--- src/hw/flash_host_pkg.sv ---
// Shared constants, types and pin bundle for the parallel flash host controller
`default_nettype none
package flash_host_pkg;
   // Register offsets (APB byte addresses)
   localparam logic [7:0] OFS_CTRL   = 8'h00;
   localparam logic [7:0] OFS_ADDR   = 8'h04;
   localparam logic [7:0] OFS_WDATA  = 8'h08;
   localparam logic [7:0] OFS_CMD    = 8'h0c;
   localparam logic [7:0] OFS_RDATA  = 8'h10;
   localparam logic [7:0] OFS_STATUS = 8'h14;
   // Field positions
   localparam int unsigned CTRL_BYTE_BIT   = 0;
   localparam int unsigned CTRL_ACCEL_LSB  = 1;
   localparam int unsigned CTRL_TEMP_BIT   = 3;
   localparam int unsigned ADDR_LSB_BIT    = 21;
   localparam int unsigned STAT_BUSY_BIT   = 0;
   localparam int unsigned STAT_DONE_BIT   = 1;
   localparam int unsigned STAT_REJECT_BIT = 2;
   localparam int unsigned A6_BIT          = 6;
   localparam int unsigned A1_BIT          = 1;
   localparam int unsigned A0_BIT          = 0;
   // Reset values
   localparam logic [21:0] ADDR_RST  = 22'h000000;
   localparam logic [15:0] WDATA_RST = 16'h0000;
   // Data lanes driven in each width mode, bit 15 carries the byte address in byte mode
   localparam logic [15:0] DQ_OE_WORD = 16'hffff;
   localparam logic [15:0] DQ_OE_BYTE = 16'h80ff;
   // Timing in ns and derived cycle counts at the pclk rate
   localparam int unsigned CLK_PERIOD_NS = 10;
   localparam int unsigned SYNC_STAGES   = 2;
   localparam int unsigned T_ACC_NS      = 70;
   localparam int unsigned T_SETUP_NS    = 20;
   localparam int unsigned T_WP_NS       = 35;
   localparam int unsigned T_HOLD_NS     = 20;
   localparam int unsigned T_RP_NS       = 500;
   localparam int unsigned T_RH_NS       = 50;
   localparam int unsigned CNT_W         = 8;
   localparam logic [CNT_W-1:0] RD_CYC   =
      CNT_W'((T_ACC_NS + CLK_PERIOD_NS - 1) / CLK_PERIOD_NS + SYNC_STAGES + 1);
   localparam logic [CNT_W-1:0] SETUP_CYC =
      CNT_W'((T_SETUP_NS + CLK_PERIOD_NS - 1) / CLK_PERIOD_NS);
   localparam logic [CNT_W-1:0] WP_CYC   = CNT_W'((T_WP_NS + CLK_PERIOD_NS - 1) / CLK_PERIOD_NS);
   localparam logic [CNT_W-1:0] HOLD_CYC =
      CNT_W'((T_HOLD_NS + CLK_PERIOD_NS - 1) / CLK_PERIOD_NS);
   localparam logic [CNT_W-1:0] RP_CYC   = CNT_W'((T_RP_NS + CLK_PERIOD_NS - 1) / CLK_PERIOD_NS);
   localparam logic [CNT_W-1:0] RH_CYC   = CNT_W'((T_RH_NS + CLK_PERIOD_NS - 1) / CLK_PERIOD_NS);

   typedef enum logic [2:0] {op_read, op_write, op_reset, op_protect, op_unprotect} flash_op_t;
   localparam logic [2:0] OP_LAST = 3'h4;
   // Level requested on protect_accel_pin
   typedef enum logic [1:0] {pa_low, pa_high, pa_accel} accel_level_t;

   typedef struct packed {
      logic         chip_sel_n;
      logic         out_en_n;
      logic         write_en_n;
      logic         reset_n;
      logic         reset_at_protect_voltage;
      logic         byte_sel_n;
      accel_level_t protect_accel_pin;
      logic [20:0]  addr;
      logic [15:0]  dq_out;
      logic [15:0]  dq_oe;
   } flash_pins_t;

   localparam flash_pins_t PINS_RST = '{chip_sel_n: 1'b1, out_en_n: 1'b1, write_en_n: 1'b1,
      reset_n: 1'b0, reset_at_protect_voltage: 1'b0, byte_sel_n: 1'b1,
      protect_accel_pin: pa_low, addr: 21'h000000, dq_out: 16'h0000, dq_oe: 16'h0000};
endpackage : flash_host_pkg
`default_nettype wire

--- src/hw/flash_host_ctrl.sv ---
// APB-controlled host that runs bus operations on an asynchronous parallel NOR flash
//
// Functional notes
// - Array read drives chip select and output enable low, write enable high, reset high.
// - Every command or data write pulses write enable low under chip select, output enable high.
// - Address bits 20..0 in word mode, plus the byte-address bit in byte mode.
// - Program data is a byte or a word according to width-select.
// - In unlock-bypass mode a program takes two write cycles instead of four.
// - Reset at protect voltage with A1 high, A0 low: A6 low protects, high unprotects.
`default_nettype none
module flash_host_ctrl (
   // APB slave
   input  wire logic                        pclk,
   input  wire logic                        presetn,
   input  wire logic [7:0]                  paddr,
   input  wire logic                        psel,
   input  wire logic                        penable,
   input  wire logic                        pwrite,
   input  wire logic [31:0]                 pwdata,
   output logic [31:0]                      prdata,
   output logic                             pready,
   output logic                             pslverr,
   // Flash pins
   output flash_host_pkg::flash_pins_t      pins,
   input  wire logic [15:0]                 dq_in
);
   import flash_host_pkg::*;

   typedef enum {st_idle, st_setup, st_strobe, st_hold, st_rst_low, st_rst_rec} state_t;

   state_t            state_r;
   state_t            state_nxt;
   flash_op_t         op_r;
   flash_op_t         op_nxt;
   logic [CNT_W-1:0]  cnt_r;
   logic [CNT_W-1:0]  cnt_nxt;
   logic              capture;
   logic              finish;
   logic              byte_mode_r;
   accel_level_t      accel_r;
   logic              temp_unprot_r;
   logic [21:0]       addr_r;
   logic [15:0]       wdata_r;
   logic [15:0]       rdata_r;
   logic              done_r;
   logic              reject_r;
   logic [15:0]       dq_s1_r;
   logic [15:0]       dq_s2_r;
   logic [31:0]       prdata_r;
   logic              pready_r;
   logic              pslverr_r;
   flash_pins_t       pins_r;
   flash_pins_t       pins_nxt;
   logic              busy;
   logic              wr_en;
   logic              mapped;
   logic              start;
   logic              cfg_write;
   logic [31:0]       rd_mux;

   assign busy   = state_r != st_idle;
   assign wr_en  = psel & penable & pwrite & pready_r;
   assign mapped = paddr == OFS_CTRL || paddr == OFS_ADDR || paddr == OFS_WDATA ||
                   paddr == OFS_CMD || paddr == OFS_RDATA || paddr == OFS_STATUS;
   // Configuration is frozen during an operation so pins never change mid-cycle
   assign cfg_write = wr_en & ~busy;
   assign start  = cfg_write & paddr == OFS_CMD & pwdata[2:0] <= OP_LAST;

   // Zero-wait slave: answer is prepared in the setup cycle, ready in the first access cycle
   always_ff @(posedge pclk or negedge presetn) begin
      if (!presetn) begin
         pready_r  <= 1'b0;
         prdata_r  <= 32'h00000000;
         pslverr_r <= 1'b0;
      end else begin
         pready_r  <= psel & ~penable;
         prdata_r  <= (psel & ~penable & ~pwrite) ? rd_mux : 32'h00000000;
         pslverr_r <= psel & ~penable & ~mapped;
      end
   end

   always_comb begin
      case (paddr)
         OFS_CTRL:   rd_mux = {28'h0000000, temp_unprot_r, accel_r, byte_mode_r};
         OFS_ADDR:   rd_mux = {10'h000, addr_r};
         OFS_WDATA:  rd_mux = {16'h0000, wdata_r};
         OFS_CMD:    rd_mux = {29'h00000000, op_r};
         OFS_RDATA:  rd_mux = {16'h0000, rdata_r};
         OFS_STATUS: rd_mux = {29'h00000000, reject_r, done_r, busy};
         default:    rd_mux = 32'h00000000;
      endcase
   end

   // Configuration registers
   always_ff @(posedge pclk or negedge presetn) begin
      if (!presetn) begin
         byte_mode_r   <= 1'b0;
         accel_r       <= pa_low;
         temp_unprot_r <= 1'b0;
      end else if (cfg_write && paddr == OFS_CTRL) begin
         byte_mode_r   <= pwdata[CTRL_BYTE_BIT];
         // The accel level unprotects every sector; undefined code falls back to low
         accel_r       <= (pwdata[CTRL_ACCEL_LSB+1 -: 2] == 2'h3) ? pa_low :
                          accel_level_t'(pwdata[CTRL_ACCEL_LSB+1 -: 2]);
         temp_unprot_r <= pwdata[CTRL_TEMP_BIT];
      end
   end

   always_ff @(posedge pclk or negedge presetn) begin
      if (!presetn) begin
         addr_r  <= ADDR_RST;
         wdata_r <= WDATA_RST;
      end else begin
         if (cfg_write && paddr == OFS_ADDR) begin
            addr_r <= pwdata[21:0];
         end
         if (cfg_write && paddr == OFS_WDATA) begin
            wdata_r <= pwdata[15:0];
         end
      end
   end

   // Sticky flags, cleared by writing one; a new event wins over the clear
   always_ff @(posedge pclk or negedge presetn) begin
      if (!presetn) begin
         done_r   <= 1'b0;
         reject_r <= 1'b0;
      end else begin
         done_r   <= finish |
                     (done_r & ~(wr_en & paddr == OFS_STATUS & pwdata[STAT_DONE_BIT]));
         reject_r <= (wr_en & busy & paddr != OFS_STATUS) |
                     (wr_en & ~busy & paddr == OFS_CMD & pwdata[2:0] > OP_LAST) |
                     (reject_r & ~(wr_en & paddr == OFS_STATUS & pwdata[STAT_REJECT_BIT]));
      end
   end

   // Data pins come from another timing domain
   always_ff @(posedge pclk or negedge presetn) begin
      if (!presetn) begin
         dq_s1_r <= 16'h0000;
         dq_s2_r <= 16'h0000;
      end else begin
         dq_s1_r <= dq_in;
         dq_s2_r <= dq_s1_r;
      end
   end

   // Operation sequencer
   always_comb begin
      state_nxt = state_r;
      op_nxt    = op_r;
      cnt_nxt   = cnt_r;
      capture   = 1'b0;
      finish    = 1'b0;
      case (state_r)
         st_idle: begin
            if (start) begin
               op_nxt = flash_op_t'(pwdata[2:0]);
               if (op_nxt == op_reset) begin
                  state_nxt = st_rst_low;
                  cnt_nxt   = RP_CYC;
               end else begin
                  state_nxt = st_setup;
                  cnt_nxt   = (op_nxt == op_read) ? RD_CYC : SETUP_CYC;
               end
            end
         end
         st_setup: begin
            if (cnt_r == CNT_W'(1)) begin
               if (op_r == op_read) begin
                  capture   = 1'b1;
                  state_nxt = st_hold;
                  cnt_nxt   = HOLD_CYC;
               end else begin
                  // One CMD write is one bus write cycle; software strings them into sequences
                  state_nxt = st_strobe;
                  cnt_nxt   = WP_CYC;
               end
            end else begin
               cnt_nxt = cnt_r - CNT_W'(1);
            end
         end
         st_strobe: begin
            if (cnt_r == CNT_W'(1)) begin
               state_nxt = st_hold;
               cnt_nxt   = HOLD_CYC;
            end else begin
               cnt_nxt = cnt_r - CNT_W'(1);
            end
         end
         st_hold: begin
            if (cnt_r == CNT_W'(1)) begin
               state_nxt = st_idle;
               finish    = 1'b1;
            end else begin
               cnt_nxt = cnt_r - CNT_W'(1);
            end
         end
         st_rst_low: begin
            if (cnt_r == CNT_W'(1)) begin
               state_nxt = st_rst_rec;
               cnt_nxt   = RH_CYC;
            end else begin
               cnt_nxt = cnt_r - CNT_W'(1);
            end
         end
         st_rst_rec: begin
            // Device is back in array read, so the next read needs no command
            if (cnt_r == CNT_W'(1)) begin
               state_nxt = st_idle;
               finish    = 1'b1;
            end else begin
               cnt_nxt = cnt_r - CNT_W'(1);
            end
         end
         default: begin
            state_nxt = st_idle;
         end
      endcase
   end

   always_ff @(posedge pclk or negedge presetn) begin
      if (!presetn) begin
         state_r <= st_idle;
         op_r    <= op_read;
         cnt_r   <= '0;
      end else begin
         state_r <= state_nxt;
         op_r    <= op_nxt;
         cnt_r   <= cnt_nxt;
      end
   end

   always_ff @(posedge pclk or negedge presetn) begin
      if (!presetn) begin
         rdata_r <= 16'h0000;
      end else if (capture) begin
         rdata_r <= byte_mode_r ? {8'h00, dq_s2_r[7:0]} : dq_s2_r;
      end
   end

   // Pin levels for the coming cycle; registered so every pin is glitch free
   always_comb begin
      pins_nxt                          = PINS_RST;
      pins_nxt.reset_n                  = 1'b1;
      pins_nxt.byte_sel_n               = ~byte_mode_r;
      pins_nxt.protect_accel_pin        = accel_r;
      pins_nxt.reset_at_protect_voltage = temp_unprot_r;
      pins_nxt.addr                     = addr_r[20:0];
      case (state_nxt)
         st_setup, st_strobe, st_hold: begin
            pins_nxt.chip_sel_n = 1'b0;
            if (byte_mode_r) begin
               pins_nxt.dq_out[15] = addr_r[ADDR_LSB_BIT];
               pins_nxt.dq_oe[15]  = 1'b1;
            end
            if (op_nxt == op_read) begin
               // A read never strobes write enable, so the command register is left alone
               pins_nxt.out_en_n = state_nxt == st_hold;
            end else begin
               // Write enable only ever falls inside chip select
               pins_nxt.write_en_n = state_nxt != st_strobe;
               pins_nxt.dq_out     = byte_mode_r ?
                  {pins_nxt.dq_out[15], 7'h00, wdata_r[7:0]} : wdata_r;
               pins_nxt.dq_oe      = byte_mode_r ? DQ_OE_BYTE : DQ_OE_WORD;
            end
            if (op_nxt == op_protect || op_nxt == op_unprotect) begin
               pins_nxt.reset_at_protect_voltage = 1'b1;
               pins_nxt.addr[A6_BIT] = op_nxt == op_unprotect;
               pins_nxt.addr[A1_BIT] = 1'b1;
               pins_nxt.addr[A0_BIT] = 1'b0;
            end
         end
         st_rst_low: begin
            pins_nxt.reset_n                  = 1'b0;
            pins_nxt.reset_at_protect_voltage = 1'b0;
         end
         default: begin
            pins_nxt.chip_sel_n = 1'b1;
         end
      endcase
   end

   always_ff @(posedge pclk or negedge presetn) begin
      if (!presetn) begin
         pins_r <= PINS_RST;
      end else begin
         pins_r <= pins_nxt;
      end
   end

   assign prdata  = prdata_r;
   assign pready  = pready_r;
   assign pslverr = pslverr_r;
   assign pins    = pins_r;
endmodule : flash_host_ctrl
`default_nettype wire

--- config.mk ---
export PLATFORM = sky130hd
export DESIGN_NAME = flash_host_ctrl
export DESIGN_NICKNAME = d
export VERILOG_FILES = /design/src/hw/flash_host_pkg.sv /design/src/hw/flash_host_ctrl.sv
export SDC_FILE = /design/constraint.sdc
export NUM_CORES = 1
export LEC_CHECK = 0
export ABC_AREA = 1
export BUFFER_PORTS_ARGS = -buffer_cell sky130_fd_sc_hd__buf_2
export CORE_MARGIN = 4
export CORE_UTILIZATION = 57
export CTS_BUF_LIST = sky130_fd_sc_hd__clkbuf_2 sky130_fd_sc_hd__clkbuf_4 sky130_fd_sc_hd__clkbuf_8
export DETAILED_ROUTE_END_ITERATION = 10
export PLACE_DENSITY = 0.88
export SLEW_MARGIN = 30
export SYNTH_ARGS = -nofsm -noshare
export SYNTH_HDL_FRONTEND = slang
export SYNTH_SLANG_ARGS = --single-unit
export TNS_END_PERCENT = 20
--- constraint.sdc ---
create_clock -name pclk -period 2.5 [get_ports pclk]
set_input_delay 0.5 -clock pclk [delete_from_list [all_inputs] [get_ports pclk]]
set_output_delay 0.5 -clock pclk [all_outputs]
set_load 0.01 [all_outputs]
==> out/qor.yml, run 1 <==
status:
  status: "finished, final reports clean"
worst_setup_path:
  arrival_ns: 2.72
  cpLargestDelayFamily: "simple AND/OR/NAND/NOR gates"
  cp-end-kind: "flip-flop"
  path_max_fanout: 11
  critPathMaxStageDelay_ns: 0.40
  cp-start-kind: "flip-flop"
  crit_chain: "inv_1 -> nand2_1 -> nor2_2 -> nand4_4 -> inv_2 -> nand2_1 -> o21ai_0 -> nor2_2 -> nor2_4 -> nand4_4 -> o21ai_1"
  critPathBufInv: 2
  crit_type: "flip-flop to flip-flop"
  worstPathRequired_ns: 2.97
  slowest_stage: "dfrtp_1"
global_routing:
  antenna_found_initial: 3
  grt_pass1_wl_um: 28900
  overflow: 0
  grt_max_degree: 60
  grt_usage_pct: 22.2
  grt_pass1_vias: 5855
floorplan:
  rows: 43
  die_area_sq_um: 16300
  die_w_um: 128
  start_util_pct: 58.5
  io_pins: 156
  die_y_um: 128
  core_region_area_sq_um: 13900
timing:
  skew_ns: 0.0182
  period_needed_ns: 2.24
  fmax_ghz: 0.446
  rsz0062_at_grt: "false"
  tns_ns: 0
  hold_slack_ns: 0.0545
  drv_slew: 0
  slew_headroom_pct: 58.7
  finalCritPeriodShare_pct: 89.6
  finalSetupViolations: 0
  hold_viol: 0
  worstMarginPinSlew_ns: 0.615
  layout_setup_ws_ns: 0.259
synthesis:
  async_reset_ff_share_pct: 100
  synthesis.area_sq_um: 8150
  synth_edf_count: 0
  netlist_instances: 754
  synth_area_leaders: "dfrtp_1 (62%), nand2_1 (6.4%), inv_1 (3.6%), nor2_1 (3.3%), mux2_2 (3.0%)"
  synth_xor_area_share_pct: 0.430
  synthMuxAreaShare_pct: 3.59
  yosysMostFrequentCell: "dfrtp_1"
  ys_seq_area_share_pct: 63.6
  synth_largest_area_cell: "dfrtp_1"
  synth_top_family_by_area: "simple AND/OR/NAND/NOR gates"
  synth_compound_area_share_pct: 7.32
  synth.distinct_cells: 52
  yosysTopAreaCellShare_pct: 62.3
  ys_ff_latch: 207
  yosys-top-cells-count: "dfrtp_1 (203), nand2_1 (138), inv_1 (79), nor2_1 (71), o21ai_0 (44)"
  avgSynthCellArea_sq_um: 10.8
  yosysWarningCount: 0
  yosys.area_share.simple_pct: 17.5
  synth_ff_type: "dfrtp_1"
  synthAdderAreaFrac_pct: 0.307
cts:
  cts_sinks: 207
  cts_setup_buffers: 0
  clk_latency_ns: 0.55
  clock_path_buffers: 3
  cts_root_buf: "clkbuf_8"
  cts_tree: "done"
  cts_made_buffers: 31
  cts-resized-gates: 0
  cts.reportedPaths.clkPinSlew_ns: 0.07
  h-tree-depth: 1
cells_and_area:
  stdcell_area_sq_um: 9810
  seqCellArea_sq_um: 5180
  drive_gt1_share_pct: 30.0
  multi_input_area_sq_um: 2530
  nFillCells: 968
  nets: 998
  syn_to_final_growth_pct: 20.3
job:
  max-cap-violations: 0
min_path:
  min_path_type: "input pin to flip-flop"
routing:
  wl_met3_um: 1240
  firstDrtPassIters: 5
  via_per_inst: 5.19
  highest_layer: "met4"
  wl_um: 17800
  ant_nets: 0
  vias: 5933
  drc_errors: 0
  wl_met2_um: 8370
  wl_per_cell_um: 15.6
  drtIter0Drc: 438
  drt-met1-wl_um: 7430
power:
  powerDensity_nw_per_um2: 666
  p_leak_uw: 0.00525
  p_clk_share_pct: 44.7
  vdd_drop_max_uv: 369
  seqPwrFrac_pct: 52.4
  power_frac_comb_pct: 2.9
  swShare_pct: 21.3
  power.internal_uw: 5130
  p_switching_uw: 1390
placement:
  postPlaceCellArea_sq_um: 9100
  gp_congestion: 0.944
  hpwl_um: 12600
  post-place-ws_ns: 0.121
  port_buffers: 135
==> cells in the final DEF, fill, tap and decap left out, types with 5 or more instances in the layout <==
master / n
buf_4: 7
a21oi_1: 7
clkinv_2: 5
nand2_2: 6
o21ai_0: 44
nor2_2: 15
a221oi_1: 10
conb_1: 39
o211ai_1: 10
nand4_1: 5
clkbuf_8: 40
inv_2: 9
nand3_1: 25
clkbuf_4: 11
buf_2: 134
nor2_1: 70
dfrtp_1: 203
inv_1: 79
nor3_1: 9
nand2_1: 138
nand3_2: 6
mux2_2: 22
==> power by group through the flow <==
stage                     registers, uW  clock network (uW)  logic [uW]
after floorplan                    3480                   0        58.9
after CTS                          3420                2970         191
after detailed placement           3480                   0         188
after global placement             3480                   0         184
after global routing               3420                3140         218
final                              3420                2920         189
==> registers in the layout, indices dropped and copies added (netlist names), 3 cells and up <==
register  flops
addr_r       22
cnt_r         8
dq_s1_r      16
dq_s2_r      16
op_r          3
pins         48
prdata       22
rdata_r      16
state_r      32
wdata_r      16
==> timing repair <==
action | 4_1_cts | 5_1_grt
hold buffers | 1 | 0
endpoints found under the setup margin | 0 | 0
hold endpoints to repair | 53 | 0
==> routing by layer <==
| metal | vias to the layer above | GRT usage (%) |
|---|---|---|
| met5 | - | 0 |
| met3 | 58 | 3.55 |
| met4 | 0 | 10.9 |
| met2 | 256 | 34.7 |
| li1 | 2742 | - |
| met1 | 2877 | 30.4 |
==> cell type report <==
cell class	count	area share [%]
clock inverters	8	0.715
repair buffers	147	8.43
inverters	91	3.51
diodes	3	0.0766
multi-input cells	457	25.8
flip-flops and latches	207	52.9
well taps	180	2.30
clock buffers	50	6.32
==> logic make-up after synthesis <==
logic type	Yosys count
simple gates	293
other cells	1
mux	26
buf+inv	128
flops	207
fa+ha+maj	2
compound gates	93
xor+xnor	4
==> through the flow <==
step	std cells	util, %	power [uW]
5_1_grt	1143	70.4	6780
3_3_place_gp	1081	65.3	3660
4_1_cts	1140	70.3	6580
3_5_place_dp	1081	65.3	3670
2_1_floorplan	792	-	3540
6_report	1143	70.4	6530
==> worst register-to-register path: stages (launching register included) <==
cell and delay, ns:
dfrtp_1 0.40, inv_1 0.12, nand2_1 0.08, nor2_2 0.16, nand4_4 0.19, inv_2 0.22, nand2_1 0.09, o21ai_0 0.10
nor2_2 0.08, nor2_4 0.26, nand4_4 0.26, o21ai_1 0.20
==> worst paths after layout <==
path | startpoint | end | slack [ns] | cells past startpoint
min reg2reg | dq_s1_r[5]$_DFF_PN0_ | dq_s2_r[5]$_DFF_PN0_ | 0.34 | 0
max in group asynchronous | presetn | rdata_r[15]$_DFFE_PN0P_ | 1.32 | 3
min | dq_in[10] | dq_s1_r[10]$_DFF_PN0_ | 0.05 | 1
max | cnt_r[2]$_DFFE_PN0P_ | pins[31]$_DFF_PN0_ | 0.26 | 11
max reg2reg | cnt_r[2]$_DFFE_PN0P_ | pins[31]$_DFF_PN0_ | 0.26 | 11
min in group asynchronous | presetn | state_r[0]$_DFF_PN0_ | 0.49 | 2
No activity file was read; power rests on OpenSTA's default activity.
==> inputs of run 2 (changes only) <==
--- a/config.mk
+++ b/config.mk
@@ -11,7 +11,7 @@
 export CORE_UTILIZATION = 57
 export CTS_BUF_LIST = sky130_fd_sc_hd__clkbuf_2 sky130_fd_sc_hd__clkbuf_4 sky130_fd_sc_hd__clkbuf_8
 export DETAILED_ROUTE_END_ITERATION = 10
-export PLACE_DENSITY = 0.88
+export PLACE_DENSITY = 0.82
 export SLEW_MARGIN = 30
 export SYNTH_ARGS = -nofsm -noshare
 export SYNTH_HDL_FRONTEND = slang
==> out/qor.yml, run 2 (same netlist as run 1, synthesis figures left out) <==
timing:
  drv_slew: 0  # unchanged
  rsz0062_at_grt: "false"
  hold_viol: 0  # unchanged
  slew_headroom_pct: 61.8  # +3.1 points
  hold_slack_ns: 0.0452  # -0.00929 ns
  skew_ns: 0.0119  # -0.00634 ns
  worstMarginPinSlew_ns: 0.573  # -0.0421 ns
  tns_ns: 0  # unchanged
  period_needed_ns: 2.20  # -0.0389 ns
  finalSetupViolations: 0  # unchanged
  finalCritPeriodShare_pct: 88.1  # -1.6 points
  fmax_ghz: 0.454  # +1.8%
global_routing:
  grt_pass1_wl_um: 28700  # -0.55%
  gr-usage-met1_pct: 29.1  # -1.3 points
  antenna_found_initial: 0  # -3
  overflow: 0  # unchanged
  busiest_layer: "met2"
  grt_max_degree: 71  # +18%
  grt_util_met3_pct: 4.18  # +0.63 points
  grt_usage_pct: 22.2  # +0.048 points
  grtUsageMet2_pct: 36.4  # +1.6 points
  grt_pass1_vias: 5839  # -0.27%
cts:
  h-tree-depth: 1  # unchanged
  cts_tree: "done"
  clock_path_buffers: 3  # unchanged
  cts_made_buffers: 31  # unchanged
  cts_root_buf: "clkbuf_8"
  clk_latency_ns: 0.56  # about the same
  cts_sinks: 207  # unchanged
  cts.reportedPaths.clkPinSlew_ns: 0.07  # about the same
power:
  p_clk_share_pct: 45.2  # +0.5 points
  swShare_pct: 20.9  # -0.49 points
  power_frac_comb_pct: 2.9  # about the same
  p_switching_uw: 1380  # -1.3%
  p_leak_uw: 0.00528  # +0.45%
  power.internal_uw: 5220  # +1.7%
  seqPwrFrac_pct: 51.9  # -0.5 points
  vdd_drop_max_uv: 525  # +42%
  powerDensity_nw_per_um2: 670  # +0.70%
routing:
  ant_nets: 0  # unchanged
  vias: 5893  # -0.67%
  drc_errors: 0  # unchanged
  via_per_inst: 5.16  # -0.67%
  firstDrtPassIters: 6  # +1
  wl_um: 17800  # about the same
  wl_per_cell_um: 15.6  # about the same
  drtIter0Drc: 492  # +12%
status:
  status: "finished, final reports clean"
min_path:
  min_path_type: "input pin to flip-flop"
placement:
  gp_congestion: 0.928  # -1.6%
  hpwl_um: 12800  # +1.3%
  port_buffers: 135  # unchanged
worst_setup_path:
  path_max_fanout: 11  # unchanged
  crit_chain: "inv_1 -> nand2_1 -> nor2_2 -> nand4_4 -> inv_2 -> nand2_1 -> o21ai_0 -> nor2_2 -> nor2_4 -> nand4_4 -> o21ai_1"
  crit_type: "flip-flop to flip-flop"
  arrival_ns: 2.68  # -0.04 ns
  slowest_stage: "dfrtp_1"
  worstPathRequired_ns: 2.97  # about the same
  critPathMaxStageDelay_ns: 0.39  # about the same
  cp-end-kind: "flip-flop"
  cp-start-kind: "flip-flop"
cells_and_area:
  drive_gt1_share_pct: 30.2  # +0.22 points
  syn_to_final_growth_pct: 20.7
  final_common_cell: "dfrtp_1"
  diodes: 0  # -3
  nFillCells: 1028  # +6.2%
  largest_reg_flops: 48  # unchanged
  nets: 1002  # +0.40%
  layout_common_cells: "dfrtp_1 (203), nand2_1 (138), buf_2 (134), inv_1 (79), nor2_1 (70)"
floorplan:
  die_y_um: 128  # unchanged
  start_util_pct: 58.5  # unchanged
  die_w_um: 128  # unchanged
  io_pins: 156  # unchanged
  rows: 43  # unchanged
  die_area_sq_um: 16300  # unchanged
  core_region_area_sq_um: 13900  # unchanged
job:
  max-cap-violations: 0  # unchanged
[run 2: cell types whose count changed in the layout (fill, tap and decap cells not counted), sizes merged]
cell | before | now
diode | 3 | 0
clkinv | 7 | 5
clkbuf | 51 | 53
clkinvlp | 2 | 1
buf | 145 | 149
[run 2: critical path: cells and delay by family (launching register included)]
kind / cells / cell delay, ns
and+or+nand+nor: 7 / 1.07
DFF: 1 / 0.39
buffers and inverters: 2 / 0.34
AOI/OAI and AO/OA: 2 / 0.31
[run 2: worst paths after layout]
| kind | start | end | slack (ns) | depth (start not counted) |
|---|---|---|---|---|
| hold reg to reg | dq_s1_r[7]$_DFF_PN0_ | dq_s2_r[7]$_DFF_PN0_ | 0.34 | 0 |
| max in group asynchronous | presetn | pins[54]$_DFF_PN0_ | 1.25 | 3 |
| hold / removal | dq_in[4] | dq_s1_r[4]$_DFF_PN0_ | 0.05 | 1 |
| min in group asynchronous | presetn | state_r[10]$_DFF_PN0_ | 0.51 | 2 |
| setup / recovery | cnt_r[2]$_DFFE_PN0P_ | pins[31]$_DFF_PN0_ | 0.30 | 11 |
| setup reg to reg | cnt_r[2]$_DFFE_PN0P_ | pins[31]$_DFF_PN0_ | 0.30 | 11 |
[run 2: per-stage QoR]
stage               cells  setup slack, ns  cell area [sq um]  util (%)  total power [uW]
floorplan             792            0.543               8290         -              3540
global placement     1085            0.152               9120      65.4              3670
detailed placement   1085            0.117               9120      65.4              3670
CTS                  1143            0.302               9840      70.6              6660
global route         1143           0.0516               9840      70.6              6850
finish               1143            0.298               9840      70.6              6590
[run 2: power by group through the flow]
stage / Combinational [uW] / Clock [uW] / Sequential, uW
finish: 190 / 2980 / 3420
global route: 220 / 3200 / 3420
CTS: 192 / 3040 / 3420
detailed placement: 190 / 0 / 3480
global placement: 188 / 0 / 3480
floorplan: 58.9 / 0 / 3480
[run 2: area by class of cell]
type	instances	area, sq um	area share, %
Inverter	91	344	3.50
Sequential cell	207	5180	52.7
Clock inverter	5	52.6	0.534
Clock buffer	52	659	6.70
Timing Repair Buffer	151	845	8.58
Tap cell	180	225	2.29
Multi-Input combinational cell	457	2530	25.7
[run 2: repair_timing]
| action | CTS | global route |
|---|---|---|
| endpoints found under the hold margin | 63 | 0 |
| buffers inserted | 0 | 0 |
| hold buffers | 1 | 0 |
| gates resized for setup | 0 | 0 |
[run 2: per-layer routing]
metal,wire length [um],up-vias,part of all wire [%]
met3,1510,57,8.5
met2,8690,281,49
met1,6880,2804,39
met4,716,0,4.0
met5,0,-,0
li1,-,2751,-
